`src/common/cis_pkg.sv`:
```
package cis_pkg;

  // register page and addresses on the special-function-register bus
  localparam logic [3:0] CIS_PAGE      = 4'h0;
  localparam logic [7:0] CIS_ADDR_CMP1 = 8'h9E;
  localparam logic [7:0] CIS_ADDR_CMP0 = 8'h9F;
  localparam logic [7:0] CIS_RESET_VAL = 8'hFF;

  // field positions inside a select register
  localparam int CIS_NEG_MSB = 7;
  localparam int CIS_NEG_LSB = 4;
  localparam int CIS_POS_MSB = 3;
  localparam int CIS_POS_LSB = 0;

  // one-hot select widths
  localparam int CIS_NEG_W = 13;
  localparam int CIS_POS_W = 13;

  // negative mux select bit positions
  localparam int NEG_P0_1 = 0;
  localparam int NEG_P0_3 = 1;
  localparam int NEG_P0_5 = 2;
  localparam int NEG_P0_7 = 3;
  localparam int NEG_P1_5 = 4;
  localparam int NEG_P1_7 = 5;
  localparam int NEG_P2_1 = 6;
  localparam int NEG_P2_3 = 7;
  localparam int NEG_P2_5 = 8;
  localparam int NEG_TOUCH = 9;
  localparam int NEG_HALF  = 10;
  localparam int NEG_DIG   = 11;
  localparam int NEG_GND   = 12;

  // positive mux select bit positions
  localparam int POS_P0_0 = 0;
  localparam int POS_P0_2 = 1;
  localparam int POS_P0_4 = 2;
  localparam int POS_P0_6 = 3;
  localparam int POS_P1_6 = 4;
  localparam int POS_P2_0 = 5;
  localparam int POS_P2_2 = 6;
  localparam int POS_P2_4 = 7;
  localparam int POS_P2_6 = 8;
  localparam int POS_TOUCH = 9;
  localparam int POS_HALF  = 10;
  localparam int POS_VBAT  = 11;
  localparam int POS_VDD   = 12;

  // input codes
  localparam logic [3:0] C_0000 = 4'h0;
  localparam logic [3:0] C_0001 = 4'h1;
  localparam logic [3:0] C_0010 = 4'h2;
  localparam logic [3:0] C_0011 = 4'h3;
  localparam logic [3:0] C_0110 = 4'h6;
  localparam logic [3:0] C_0111 = 4'h7;
  localparam logic [3:0] C_1000 = 4'h8;
  localparam logic [3:0] C_1001 = 4'h9;
  localparam logic [3:0] C_1010 = 4'hA;
  localparam logic [3:0] C_1011 = 4'hB;
  localparam logic [3:0] C_1100 = 4'hC;
  localparam logic [3:0] C_1101 = 4'hD;
  localparam logic [3:0] C_1110 = 4'hE;
  localparam logic [3:0] C_1111 = 4'hF;

  // bus request toward the block
  typedef struct packed {
    logic       wr;
    logic [3:0] page;
    logic [7:0] addr;
    logic [7:0] wdata;
  } cis_req_s;

  // one comparator's decoded selects
  typedef struct packed {
    logic [CIS_NEG_W-1:0] neg;
    logic [CIS_POS_W-1:0] pos;
  } cis_sel_s;

endpackage

```
`src/hw/cis_top.sv`:
```
`timescale 1ns/100ps
// Notes on behaviour
// - Comparator 0 negative code 0-3 picks P0.1/3/5/7, 6-7 P1.5/7, 8-A P2.1/3/5.
// - Comparator 0 negative C touch, D half supply, E digital supply, F ground, 4/5/B reserved.
// - Comparator 0 positive code 0-3 picks P0.0/2/4/6, 7 P1.6, 8-B P2.0/2/4/6.
// - Comparator 0 positive C touch, D half supply, E battery, F MCU supply, 4-6 reserved.
// - Comparator 1 negative field decodes exactly like comparator 0 negative.
// - Comparator 1 positive field decodes exactly like comparator 0 positive.
// - Comparator 0 select register sits at page 0, address 9F, all bits RW, resets to FF.
// - Comparator 1 select register sits at page 0, address 9E, all bits RW, resets to FF.
// - The half-supply divider is on only while some field selects the half-supply code.
module cis_top
  import cis_pkg::*;
(
  input  wire logic                 sys_clk,
  input  wire logic                 reset_n,
  input  wire cis_req_s             sfr_req,
  output logic [7:0]                sfr_rdata,
  output cis_sel_s                  cmp0_sel,
  output cis_sel_s                  cmp1_sel,
  output logic                      half_div_en
);

  ////////////////////////////////////////////////////////////////////////////
  // decoders shared by both comparators

  function automatic logic [CIS_NEG_W-1:0] dec_neg(input logic [3:0] code);
    logic [CIS_NEG_W-1:0] s;
    s = '0;
    unique case (code)
      C_0000:  s[NEG_P0_1]  = 1'b1;
      C_0001:  s[NEG_P0_3]  = 1'b1;
      C_0010:  s[NEG_P0_5]  = 1'b1;
      C_0011:  s[NEG_P0_7]  = 1'b1;
      C_0110:  s[NEG_P1_5]  = 1'b1;
      C_0111:  s[NEG_P1_7]  = 1'b1;
      C_1000:  s[NEG_P2_1]  = 1'b1;
      C_1001:  s[NEG_P2_3]  = 1'b1;
      C_1010:  s[NEG_P2_5]  = 1'b1;
      C_1100:  s[NEG_TOUCH] = 1'b1;
      C_1101:  s[NEG_HALF]  = 1'b1;
      C_1110:  s[NEG_DIG]   = 1'b1;
      C_1111:  s[NEG_GND]   = 1'b1;
      default: s = '0;
    endcase
    return s;
  endfunction

  function automatic logic [CIS_POS_W-1:0] dec_pos(input logic [3:0] code);
    logic [CIS_POS_W-1:0] s;
    s = '0;
    unique case (code)
      C_0000:  s[POS_P0_0]  = 1'b1;
      C_0001:  s[POS_P0_2]  = 1'b1;
      C_0010:  s[POS_P0_4]  = 1'b1;
      C_0011:  s[POS_P0_6]  = 1'b1;
      C_0111:  s[POS_P1_6]  = 1'b1;
      C_1000:  s[POS_P2_0]  = 1'b1;
      C_1001:  s[POS_P2_2]  = 1'b1;
      C_1010:  s[POS_P2_4]  = 1'b1;
      C_1011:  s[POS_P2_6]  = 1'b1;
      C_1100:  s[POS_TOUCH] = 1'b1;
      C_1101:  s[POS_HALF]  = 1'b1;
      C_1110:  s[POS_VBAT]  = 1'b1;
      C_1111:  s[POS_VDD]   = 1'b1;
      default: s = '0;
    endcase
    return s;
  endfunction

  function automatic cis_sel_s dec_reg(input logic [7:0] r);
    cis_sel_s s;
    s.neg = dec_neg(r[CIS_NEG_MSB:CIS_NEG_LSB]);
    s.pos = dec_pos(r[CIS_POS_MSB:CIS_POS_LSB]);
    return s;
  endfunction

  ////////////////////////////////////////////////////////////////////////////
  // comparator indexing and address match

  // two comparators share every piece of logic below
  localparam int                   NUM_CMP   = 2;
  localparam int                   CMP0_IDX  = 0;
  localparam int                   CMP1_IDX  = 1;
  // reset code FF: ground on minus, MCU supply on plus
  localparam logic [CIS_NEG_W-1:0] NEG_RESET = CIS_NEG_W'(1) << NEG_GND;
  localparam logic [CIS_POS_W-1:0] POS_RESET = CIS_POS_W'(1) << POS_VDD;
  localparam cis_sel_s             SEL_RESET = '{neg: NEG_RESET, pos: POS_RESET};

  // register address that belongs to a comparator index
  function automatic logic [7:0] cmp_addr(input int idx);
    logic [7:0] a;
    a = CIS_ADDR_CMP0;
    if (idx == CMP1_IDX) begin
      a = CIS_ADDR_CMP1;
    end
    return a;
  endfunction

  // page and address must both match; another page never answers
  // one address decode serves both the write and the read path
  function automatic logic reg_hit(input cis_req_s req, input int idx);
    return (req.page == CIS_PAGE) && (req.addr == cmp_addr(idx));
  endfunction

  ////////////////////////////////////////////////////////////////////////////
  // select registers, one byte per comparator, addressed by index

  logic [7:0] input_select_ff  [NUM_CMP];
  logic [7:0] nxt_input_select [NUM_CMP];

  for (genvar g = 0; g < NUM_CMP; g++) begin : g_reg
    always_comb begin
      nxt_input_select[g] = input_select_ff[g];
      // write on page and address match
      // reserved codes are stored as written
      if (sfr_req.wr && reg_hit(sfr_req, g)) begin
        nxt_input_select[g] = sfr_req.wdata;
      end
    end

    always_ff @(posedge sys_clk or negedge reset_n) begin
      if (!reset_n) begin
        input_select_ff[g] <= CIS_RESET_VAL;
      end else begin
        input_select_ff[g] <= nxt_input_select[g];
      end
    end
  end

  ////////////////////////////////////////////////////////////////////////////
  // mux selects; decoding the next value keeps the outputs on flops

  cis_sel_s sel_ff  [NUM_CMP];
  cis_sel_s nxt_sel [NUM_CMP];

  for (genvar g = 0; g < NUM_CMP; g++) begin : g_sel
    always_comb begin
      // a reserved code leaves that field's selects clear
      nxt_sel[g] = dec_reg(nxt_input_select[g]);
    end

    always_ff @(posedge sys_clk or negedge reset_n) begin
      if (!reset_n) begin
        sel_ff[g] <= SEL_RESET;
      end else begin
        sel_ff[g] <= nxt_sel[g];
      end
    end
  end

  ////////////////////////////////////////////////////////////////////////////
  // read data: the byte of the register addressed, zero elsewhere

  logic [7:0] rdata_ff;
  logic [7:0] nxt_rdata;

  always_comb begin
    // no read strobe: the address alone picks the byte
    nxt_rdata = '0;
    for (int i = 0; i < NUM_CMP; i++) begin
      // read back the stored value
      // a same-cycle write shows its new value at once
      if (reg_hit(sfr_req, i)) begin
        nxt_rdata = nxt_input_select[i];
      end
    end
  end

  always_ff @(posedge sys_clk or negedge reset_n) begin
    if (!reset_n) begin
      rdata_ff <= '0;
    end else begin
      rdata_ff <= nxt_rdata;
    end
  end

  ////////////////////////////////////////////////////////////////////////////
  // half-supply divider enable

  logic half_div_en_ff;
  logic nxt_half_div_en;

  always_comb begin
    nxt_half_div_en = 1'b0;
    for (int i = 0; i < NUM_CMP; i++) begin
      // divider draws current only when chosen
      nxt_half_div_en = nxt_half_div_en | nxt_sel[i].neg[NEG_HALF] | nxt_sel[i].pos[POS_HALF];
    end
  end

  always_ff @(posedge sys_clk or negedge reset_n) begin
    if (!reset_n) begin
      // the reset codes pick no half supply, so the enable starts low
      half_div_en_ff <= 1'b0;
    end else begin
      half_div_en_ff <= nxt_half_div_en;
    end
  end

  ////////////////////////////////////////////////////////////////////////////
  // outputs straight from the flops

  assign sfr_rdata   = rdata_ff;
  assign cmp0_sel    = sel_ff[CMP0_IDX];
  assign cmp1_sel    = sel_ff[CMP1_IDX];
  assign half_div_en = half_div_en_ff;

endmodule

```
`config.mk`:
```
export PLATFORM = sky130hd
export DESIGN_NAME = cis_top
export DESIGN_NICKNAME = d
export VERILOG_FILES = /design/src/common/cis_pkg.sv /design/src/hw/cis_top.sv
export SDC_FILE = /design/constraint.sdc
export NUM_CORES = 1
export LEC_CHECK = 0
export ABC_AREA = 1
export CORE_ASPECT_RATIO = 0.7
export CORE_MARGIN = 8
export CORE_UTILIZATION = 61
export CTS_CLUSTER_DIAMETER = 40
export DETAILED_ROUTE_END_ITERATION = 10
export DONT_BUFFER_PORTS = 1
export HOLD_SLACK_MARGIN = 0.12
export PLACE_DENSITY = 0.86
export SYNTH_ARGS = -nofsm -noshare
export SYNTH_HDL_FRONTEND = slang
export SYNTH_SLANG_ARGS = --single-unit
export TNS_END_PERCENT = 1
```
`constraint.sdc`:
```
create_clock -name sys_clk -period 1.4 [get_ports sys_clk]
set_input_delay 0.14 -clock sys_clk [delete_from_list [all_inputs] [get_ports sys_clk]]
set_output_delay 0.14 -clock sys_clk [all_outputs]
set_load 0.05 [all_outputs]
```
After elaboration in Yosys (flattened, before gate mapping)
Index checks and enable logic that the tools add are counted.
- mux-type cells: 56
- bitwise logic cells: 3
- reductions and logical operators: 9
- equal/unequal tests: 50
- operators by type and width (kind ; number):
    == test 4 bit, second input constant ; 30
    2-to-1 mux 1 bit ; 52
    == test 4 x 2 -> 1 bit, second input constant ; 8
    2-to-1 mux 8 bit ; 4
    == test 4 x 3 -> 1 bit, second input constant ; 6
    zero test 4 bit ; 5
    == test 4 x 1 -> 1 bit, second input constant ; 4
    == test 8 bit, second input constant ; 2
    logical AND 1 bit ; 4
    bitwise OR 1 bit ; 3
- word-level logic and storage cells: 126
- output and inout bits: 61
- bits of input ports: 23
- flip-flop bits (word level): 77

Logic depth before layout (Yosys ltp)
Gate-level depths: netlist of run 1.
- depth after elaboration: 9
- depth in mapped cells: 12
- mapped depth without buffers: 11

Worst setup path after synthesis of run 1
No wires, ideal clock.
- kind: input to register
- start point: input sfr_req[19] (netlist bit)
- end point: register sel_ff (netlist bit cmp0_sel[15])
- cell stages on the path: 10
- arrival time: 1139 ps
- data required time: 1280 ps
- library setup time: 120 ps
- path buffers: 2
- setup slack: 142 ps
- cells stage by stage: nor2_1 > nand2_1 > nor2_4 > buf_8 > buf_12 > nand4_1 > nand2_2 > inv_1 > nand2_1 > nor2_1
- RTL lines (item ; RTL line ; RTL):
    start: declaration ; cis_top.sv:17 ; input wire cis_req_s sfr_req,
    end signal: indexed assignment ; cis_top.sv:147 ; sel_ff[g] <= nxt_sel[g];
    end: declaration ; cis_top.sv:134 ; cis_sel_s sel_ff [NUM_CMP];

==> results of run 1 <==
## cell type report
cell class	instances	area, µm²
clock buffers	13	159
fillers	315	1370
clock inverters	3	43.8
well taps	57	71.3
inverters	24	90.1
flip-flops and latches	77	1950
repair buffers	19	183
multi-input cells	155	787
## flip-flops by register name, indices dropped and copies added, names as in the netlist
| register | flops |
|---|---|
| cmp0_sel | 26 |
| cmp1_sel | 26 |
| half_div_en | 1 |
| input_select_ff | 16 |
| sfr_rdata | 8 |
## synth_stat cells
cell     number  share of area [%]
buf_8         1               0.52
nor2_4        4                1.6
nand3_4       2                1.2
dfrtp_1      57                 50
dfstp_2      20                 18
nand3_2       1               0.35
nand2_2      14                3.0
nor2_8        1               0.70
buf_2         2               0.35
inv_2         1               0.13
nor2_2        2               0.44
nor3_1        1               0.17
nand2_4       2               0.78
o22ai_1       8                1.7
nor3_2        1               0.35
nor2_1       51                6.7
inv_1        23                3.0
nand4_1      16                3.5
nand2_1      52                6.8
buf_12        1               0.70
## power groups by stage
stage          logic, mW  clock network [mW]  registers [mW]
6_report          0.0414                1.67            2.25
5_1_grt           0.0455                1.79            2.25
4_1_cts           0.0373                1.70            2.25
3_5_place_dp      0.0355                   0            2.29
3_3_place_gp      0.0341                   0            2.29
2_1_floorplan     0.0378                   0            2.29
## cells by family (layout without fill, tap and decap cells)
| group | after synthesis | count (layout) |
|---|---|---|
| AOI/OAI and AO/OA | 8 | 8 |
| buffers and inverters | 28 | 59 |
| DFF | 77 | 77 |
| and+or+nand+nor | 147 | 147 |
## worst min path at each step
stage,to
3_3_place_gp,cmp0_sel[24]
2_1_floorplan,cmp0_sel[0]
6_report,sfr_rdata[1]
4_1_cts,cmp1_sel[11]
5_1_grt,cmp1_sel[11]
3_5_place_dp,cmp0_sel[15]
## per-layer routing
layer | GRT usage (%) | up-vias | wire length [µm]
met5 | 0 | - | 0
met3 | 13.1 | 10 | 819
met2 | 29.2 | 98 | 2980
met4 | 5.15 | 0 | 51
met1 | 21.7 | 920 | 2640
li1 | - | 866 | -
## layout by cell type, fill, tap and decap left out
cell type / count
nand2_2: 15
dfrtp_1: 57
clkinv_2: 1
nor2_4: 4
nor3_2: 1
nand2_4: 2
dlygate4sd3_1: 11
bufinv_16: 1
nand4_1: 16
o22ai_1: 8
dfstp_2: 20
nor3_1: 1
nor2_1: 51
clkinv_4: 1
inv_1: 23
buf_4: 7
clkbuf_8: 11
nand3_2: 1
inv_2: 1
clkbuf_1: 2
nand2_1: 51
nand3_4: 2
buf_12: 1
nor2_2: 2
nor2_8: 1
## through the flow
stage,setup TNS (ns),hold slack (ns)
4_1_cts,0,-0.529
3_5_place_dp,-0.122,-0.154
3_3_place_gp,0,-0.153
6_report,0,-0.513
5_1_grt,0,-0.548
2_1_floorplan,0,-0.156
## repair_timing
item	4_1_cts	5_1_grt
gates resized for setup	0	1
endpoints found under the hold margin	91	80
endpoints found under the setup margin	0	1
hold buffers	9	2
==> flow_summary.yaml, run 1 <==
status:
  status: "finished, violations left"
  violations: "hold timing"
yosys:
  synth.mux.area_fraction_pct: 0
  synthAdderAreaFrac_pct: 0
  synth_top_family_by_area: "simple AND/OR/NAND/NOR gates"
  yosysSeqAreaShare_pct: 68.0
  syn-instance-count: 260
  synth-simple-area-share_pct: 25.6
  syn-num-nets: 283
  synth-seq-cells: 77
  syn_area_mm2: 0.00287
  yosysWarnings: 0
  synth_xor_area_share_pct: 0
  syn_area_per_cell_um2: 11.0
  synth_cell_type_count: 20
  synth-compound-area-share_pct: 1.74
power:
  combPwrFrac_pct: 1.0
  p_total_mw: 3.96
  swShare_pct: 19.9
  vdd_drop_max_mv: 0.546
  power_density_mw_per_mm2: 1200
  power.switching_mw: 0.786
  p_int_mw: 3.17
  sequentialPowerShare_pct: 56.9
  clockPowerShare_pct: 42.1
  power.leakage_nw: 1.62
die:
  initial_core_util_pct: 61.7
  die_h_um: 73.4
  rows: 21
  dieArea_mm2: 0.00719
  die_w_um: 98.0
  io_pins: 84
  core_mm2: 0.00465
global_routing:
  grt_pass1_vias: 1906
  grt_max_degree: 78
  grt_pass1_wl_um: 10200
  grt.total_usage_pct: 19.2
  grt-ovfl-total: 0
  grt_antenna_before_repair: 0
routing:
  drc: 0
  viasPerCell: 5.44
  drt_iter0_drc: 192
  drt_wl_total_um: 6490
  ant_nets: 0
  dr.pass1.iters: 5
  vias: 1894
  wl_per_cell_um: 18.6
placement:
  dpl_cell_area_mm2: 0.00297
  dp_hpwl_um: 4620
  placed_cells: 321
  port_buffers: 0
  gp_congestion: 0.890
  post-place-ws_ns: -0.0355
worst_setup_path:
  cp-end-kind: "register"
  critPathBufInv: 1
  worstSetupPathType: "reg -> reg"
  cp_max_fo: 4
  crit_top_cell: "nand2_1"
  worst_r2r_startpoint: "input_select_ff[15]"
  rr_endpoint: "input_select_ff[15]"
  cp.arrival_ns: 1.64
  path_cells: "nand2_1 > nand2_1 > dlygate4sd3_1"
  cp-startpoint: "input_select_ff[15]"
  cp-start-kind: "register"
  cp-endpoint: "input_select_ff[15]"
  critPathMaxStageDelay_ns: 0.59
  reg2reg_slack_ns: 0.05
  rr_worst_depth: 3
  crit_cells: 3
  required_ns: 1.69
  path_delay_family: "buffers and inverters"
  cpMaxStageDelayCell: "dlygate4sd3_1"
cts:
  root_buffer: "clkbuf_8"
  cts_tree: "built"
  post_cts_buffers: 0
  clkTransAtPathRegs_ns: 0.08
  cts_buffer_depth: 2
  clock_latency_ns: 0.34
  numCtsBuffers: 9
  clock_sinks: 77
  h-tree-depth: 3
flow_run:
  max_cap_violations: 0
final_layout:
  fin_util_pct: 70.6
  final-instance-count-excl-fill: 348
  fin_area_mm2: 0.00329
  nNetsFinal: 309
  final_layout_size_suffix_gt1_share_pct: 24.4
  area_delta_synth_final_pct: 14.4
  antenna_cells: 0
hold_path:
  hp-class: "in -> async"
sta:
  layout_setup_ws_ns: 0.0462
  worst_slew_pin_slew_ns: 0.489
  fmax_ghz: 0.739
  holdWs_ns: -0.513
  period_minus_slack_ns: 1.35
  rsz0062_at_grt: "false"
  setup_viol: 0
  maxSlewHeadroom_pct: 67.4
  hold_violations: 77
  clock-skew-final_ns: 0.00819
  final_max_slew_viol_count: 0
  post-route-period-util_pct: 96.7
Note: power is estimated with default switching activity, not from simulation.
==> run 2: changes to the inputs <==
--- a/config.mk
+++ b/config.mk
@@ -8,12 +8,12 @@
 export ABC_AREA = 1
 export CORE_ASPECT_RATIO = 0.7
 export CORE_MARGIN = 8
-export CORE_UTILIZATION = 61
+export CORE_UTILIZATION = 65
 export CTS_CLUSTER_DIAMETER = 40
 export DETAILED_ROUTE_END_ITERATION = 10
 export DONT_BUFFER_PORTS = 1
 export HOLD_SLACK_MARGIN = 0.12
-export PLACE_DENSITY = 0.86
+export PLACE_DENSITY = 0.9
 export SYNTH_ARGS = -nofsm -noshare
 export SYNTH_HDL_FRONTEND = slang
 export SYNTH_SLANG_ARGS = --single-unit
==> constraint.sdc (replaced) <==
create_clock -name sys_clk -period 1.73 [get_ports sys_clk]
set_input_delay 0.173 -clock sys_clk [delete_from_list [all_inputs] [get_ports sys_clk]]
set_output_delay 0.173 -clock sys_clk [all_outputs]
set_load 0.05 [all_outputs]
==> run 2 against run 1 <==
Net effect:
- the run still ends with hold timing left
- sequential cell count unchanged
- clock power down 14%
- global-route usage up 0.48 points
- sequential power down 19%
- clock skew about the same
- sequential share of layout area up 1.4 points
- setup slack better by 0.10 ns
- routed wire length down 3.1%
- total power down 16%
- die area down 5.0%
- non-clock buffer count down 9
- largest cell class unchanged
- largest power group unchanged
==> flow_summary.yaml, run 2 (synthesis gave the netlist of run 1 again) <==
power:
  p_total_mw: 3.31
  power_density_mw_per_mm2: 1030
  power.leakage_nw: 1.56
  vdd_drop_max_mv: 0.732
routing:
  vias: 1888
  viasPerCell: 5.60
  ant_nets: 0
  drt_iter0_drc: 220
  drc: 0
  drt_wl_total_um: 6280
  wl_per_cell_um: 18.6
  dr.pass1.iters: 4
die:
  die_w_um: 95.4
  core_mm2: 0.00430
  die_h_um: 71.6
  rows: 20
  dieArea_mm2: 0.00683
  io_pins: 84
  initial_core_util_pct: 66.7
global_routing:
  grt_max_degree: 78
  grt_pass1_wl_um: 9840
  grt-busiest-layer: "met2"
  grt_pass1_vias: 1866
  grt-ovfl-total: 0
  met1_usage_pct: 23.9
  met3_usage_pct: 11.7
  grt.total_usage_pct: 19.7
  grt_antenna_before_repair: 0
  met2_usage_pct: 27.9
worst_setup_path:
  path_cells: "dlygate4sd3_1 > nor2_4 > nand3_4 > nand2_1 > nand2_1 > nand2_1 > nor2_2 > nor2_1 > nand2_1"
  cp-end-kind: "register"
  cp_max_fo: 10
  required_ns: 1.96
  critPathBufInv: 1
  cp-start-kind: "input pin"
  cp.arrival_ns: 1.82
  worstSetupPathType: "in -> reg"
  path_delay_family: "simple AND/OR/NAND/NOR gates"
  crit_top_cell: "nand2_1"
  cpMaxStageDelayCell: "dlygate4sd3_1"
  critPathMaxStageDelay_ns: 0.57
placement:
  dp_hpwl_um: 4580
  placed_cells: 313
  gp_congestion: 0.897
  port_buffers: 0
status:
  status: "finished, violations left"
  violations: "hold timing"
flow_run:
  max_cap_violations: 0
final_layout:
  fin_util_pct: 74.6
  layout_common_cells: "dfrtp_1, nand2_1, nor2_1, inv_1, dfstp_2"
  final_layout_size_suffix_gt1_share_pct: 22.7
  antenna_cells: 0
  final-instance-count-excl-fill: 337
  nNetsFinal: 300
  final_common_cell: "dfrtp_1"
  area_delta_synth_final_pct: 11.8
sta:
  fmax_ghz: 0.632
  clock-skew-final_ns: 0.00792
  worst_slew_pin_slew_ns: 0.646
  maxSlewHeadroom_pct: 57.0
  holdWs_ns: -0.482
  finalSetupTns_ns: 0
  setup_viol: 0
  final_max_slew_viol_count: 0
  post-route-period-util_pct: 91.5
  period_minus_slack_ns: 1.58
  hold_violations: 77
  rsz0062_at_grt: "false"
cts:
  clkTransAtPathRegs_ns: 0.07
  cts_tree: "built"
  clock_latency_ns: 0.35
  cts_buffer_depth: 2
  hold_buffers: 8
  clock_sinks: 77
  h-tree-depth: 3
  post_cts_buffers: 0
  root_buffer: "clkbuf_8"
  numCtsBuffers: 9
hold_path:
  hp-class: "in -> async"
==> run 2: changes by cell type in the layout (fill, tap and decap cells not counted), sizes merged <==
cell          change
bufinv            +1
buf               -6
clkbuf            -1
clkinvlp          +1
clkinv            -1
dlygate4sd3       -4
dlymetal6s4s      +1
==> run 2: per-layer routing <==
metal  routed length (µm)  vias to the layer above
met5                    0                        -
met4                  150                        0
met3                  820                       12
met2                 2900                      117
met1                 2420                      909
li1                     -                      850
==> run 2: cell type report <==
| cell class | count | area (µm²) |
|---|---|---|
| inverters | 24 | 90.1 |
| well taps | 55 | 68.8 |
| clock inverters | 4 | 72.6 |
| repair buffers | 10 | 97.6 |
| clock buffers | 12 | 145 |
| fillers | 281 | 1090 |
| multi-input cells | 155 | 785 |
| flip-flops and latches | 77 | 1950 |
==> run 2: repair_timing <==
item,CTS,global route
hold endpoints to repair,90,77
gates resized for setup,0,1
setup endpoints to repair,0,27
==> run 2: stage by stage <==
stage | area (µm²) | setup WS [ns]
CTS | 3210 | 0.0217
detailed placement | 2910 | 0.113
floorplan | 2870 | 0.439
finish | 3210 | 0.147
global route | 3210 | 0.0325
global placement | 2910 | 0.169
==> run 2: report_power, final <==
| group | switching, mW | internal, mW |
|---|---|---|
| Sequential | 0.0132 | 1.81 |
| Combinational | 0.0331 | 0.0201 |
| Clock | 0.591 | 0.850 |
==> run 2: final timing paths <==
check,slack [ns],cells past startpoint,to,startpoint
max,0.15,9,half_div_en,sfr_req[8]
min reg2reg,0.50,2,input_select_ff[10],input_select_ff[10]
min,-0.48,0,cmp1_sel[14],reset_n
max reg2reg,0.49,6,cmp0_sel[2],input_select_ff[9]
min in group sys_clk,0.15,3,input_select_ff[1],sfr_req[20]
max in group asynchronous,2.01,0,cmp0_sel[25],reset_n
==> run 3: changes to the inputs <==
--- a/config.mk
+++ b/config.mk
@@ -6,7 +6,6 @@
 export NUM_CORES = 1
 export LEC_CHECK = 0
 export ABC_AREA = 1
-export CORE_ASPECT_RATIO = 0.7
 export CORE_MARGIN = 8
 export CORE_UTILIZATION = 65
 export CTS_CLUSTER_DIAMETER = 40
==> run 3 against run 2 <==
Net effect:
- the run still ends with hold timing left
- register-to-register slack got worse by 0.05 ns
- critical path depth fell by 3
- clock skew barely moved
- setup slack got worse by 0.068 ns
- die area fell by 0.50%
- sequential share of layout area barely moved
- global-route usage fell by 0.28 points
- first-iteration DRC count fell by 57%
- total power fell by 4.9%
- critical endpoint is now input_select_ff[2]
- worst hold slack improved by 0.00096 ns
==> flow_summary.yaml, run 3 (synthesis gave the netlist of run 1 again) <==
status:
  status: "finished, violations left"
  violations: "hold timing"
die:
  io_pins: 84
  rows: 24
  die_w_um: 82.5
  die_h_um: 82.5
  core_mm2: 0.00429
  initial_core_util_pct: 66.9
  dieArea_mm2: 0.00680
sta:
  hold_violations: 77
  final_max_slew_viol_count: 0
  rsz0062_at_grt: "false"
  setup_viol: 0
  fmax_ghz: 0.606
  holdWs_ns: -0.481
  layout_setup_ws_ns: 0.0788
  worst_slew_pin_slew_ns: 0.577
  period_minus_slack_ns: 1.65
  clock-skew-final_ns: 0.00803
  post-route-period-util_pct: 95.4
  maxSlewHeadroom_pct: 61.5
  finalSetupTns_ns: 0
worst_setup_path:
  cp-start-kind: "input pin"
  worstSetupPathType: "in -> reg"
  cp-end-kind: "register"
  required_ns: 2.00
  cp_max_fo: 10
  cp.arrival_ns: 1.92
routing:
  wl_per_cell_um: 18.4
  ant_nets: 0
  drc: 0
  drt_iter0_drc: 94
  drt_wl_total_um: 6200
  vias: 1894
  viasPerCell: 5.62
  dr.pass1.iters: 4
cts:
  post_cts_buffers: 0
  clkTransAtPathRegs_ns: 0.08
  cts_buffer_depth: 2
  clock_sinks: 77
  cts_tree: "built"
  hold_buffers: 11
  root_buffer: "clkbuf_8"
  h-tree-depth: 3
  clock_latency_ns: 0.34
  numCtsBuffers: 9
power:
  swShare_pct: 20.9
  power_density_mw_per_mm2: 982
  sequentialPowerShare_pct: 57.8
  power.switching_mw: 0.660
  p_int_mw: 2.49
  combPwrFrac_pct: 1.6
  power.leakage_nw: 1.57
  vdd_drop_max_mv: 0.602
  clockPowerShare_pct: 40.6
flow_run:
  max_cap_violations: 0
final_layout:
  final_common_cell: "dfrtp_1"
  nNetsFinal: 303
  final_layout_size_suffix_gt1_share_pct: 22.8
  layout_common_cells: "dfrtp_1, nand2_1, nor2_1, inv_1, dfstp_2"
  antenna_cells: 0
  area_delta_synth_final_pct: 11.7
placement:
  post-place-ws_ns: 0.0964
  port_buffers: 0
  dp_hpwl_um: 4410
  gp_congestion: 0.866
global_routing:
  grt_pass1_vias: 1947
  grt-ovfl-total: 0
  grt.total_usage_pct: 19.4
  grt_max_degree: 78
  grt_antenna_before_repair: 0
  grt_pass1_wl_um: 9690
hold_path:
  hp-class: "in -> async"
[run 3: cell types whose count changed in the layout (fill, tap and decap cells not counted)]
| cell | before | now |
|---|---|---|
| bufinv_16 | 2 | 1 |
| clkbuf_1 | 2 | 1 |
| clkbuf_8 | 10 | 9 |
| clkinv_2 | 1 | 3 |
| dlygate4sd3_1 | 7 | 10 |
| inv_6 | 0 | 1 |
[run 3: what timing repair did]
item                                    CTS  global route
resized for setup                         0             1
endpoints found under the setup margin    0            13
endpoints found under the hold margin    88            77
[run 3: critical path, cell delays in order]
cell	delay (ns)
dlygate4sd3_1	0.57
nor2_4	0.25
nand3_4	0.15
nand2_1	0.11
nand2_1	0.09
dlygate4sd3_1	0.57
[run 3: final cells by class]
cell class	count	area, µm²
timing repair buffer	13	128
multi-input combinational	155	785
clock inverter	6	61.3
inverter	24	90.1
sequential	77	1950
tap	52	65.1
fill	286	1090
clock buffer	10	128
[run 3: through the flow]
stage	hold WS, ns	power (mW)	instances	cell area, µm²	util [%]
floorplan	-0.123	1.88	260	2870	-
global placement	-0.119	1.88	310	2910	67.7
detailed placement	-0.119	1.88	310	2910	67.7
CTS	-0.496	3.18	337	3210	74.7
global route	-0.515	3.28	337	3210	74.7
finish	-0.481	3.15	337	3210	74.7
[run 3: path summary, 6_finish.rpt]
kind,slack [ns],start,to,cells past startpoint
max,0.08,sfr_req[8],input_select_ff[2],6
min,-0.48,reset_n,cmp1_sel[16],0
max reg2reg,0.44,input_select_ff[2],input_select_ff[2],3
min reg2reg,0.53,input_select_ff[3],input_select_ff[3],2
max in group asynchronous,2.01,reset_n,input_select_ff[15],0
min in group sys_clk,0.15,sfr_req[20],input_select_ff[5],3
[run 3: routing by layer]
layer / vias to the layer above / GRT usage (%) / wire [µm]
li1: 855 / - / -
met1: 939 / 23.1 / 2410
met2: 84 / 30.1 / 3040
met3: 16 / 7.25 / 567
met4: 0 / 10.5 / 189
met5: - / 0 / 0
[run 3: power groups by stage]
stage               clock [mW]  combinational (mW)  sequential, mW
floorplan                    0              0.0306            1.85
global placement             0              0.0265            1.85
detailed placement           0              0.0276            1.85
CTS                       1.31              0.0504            1.82
global route              1.40              0.0561            1.82
finish                    1.28              0.0518            1.82
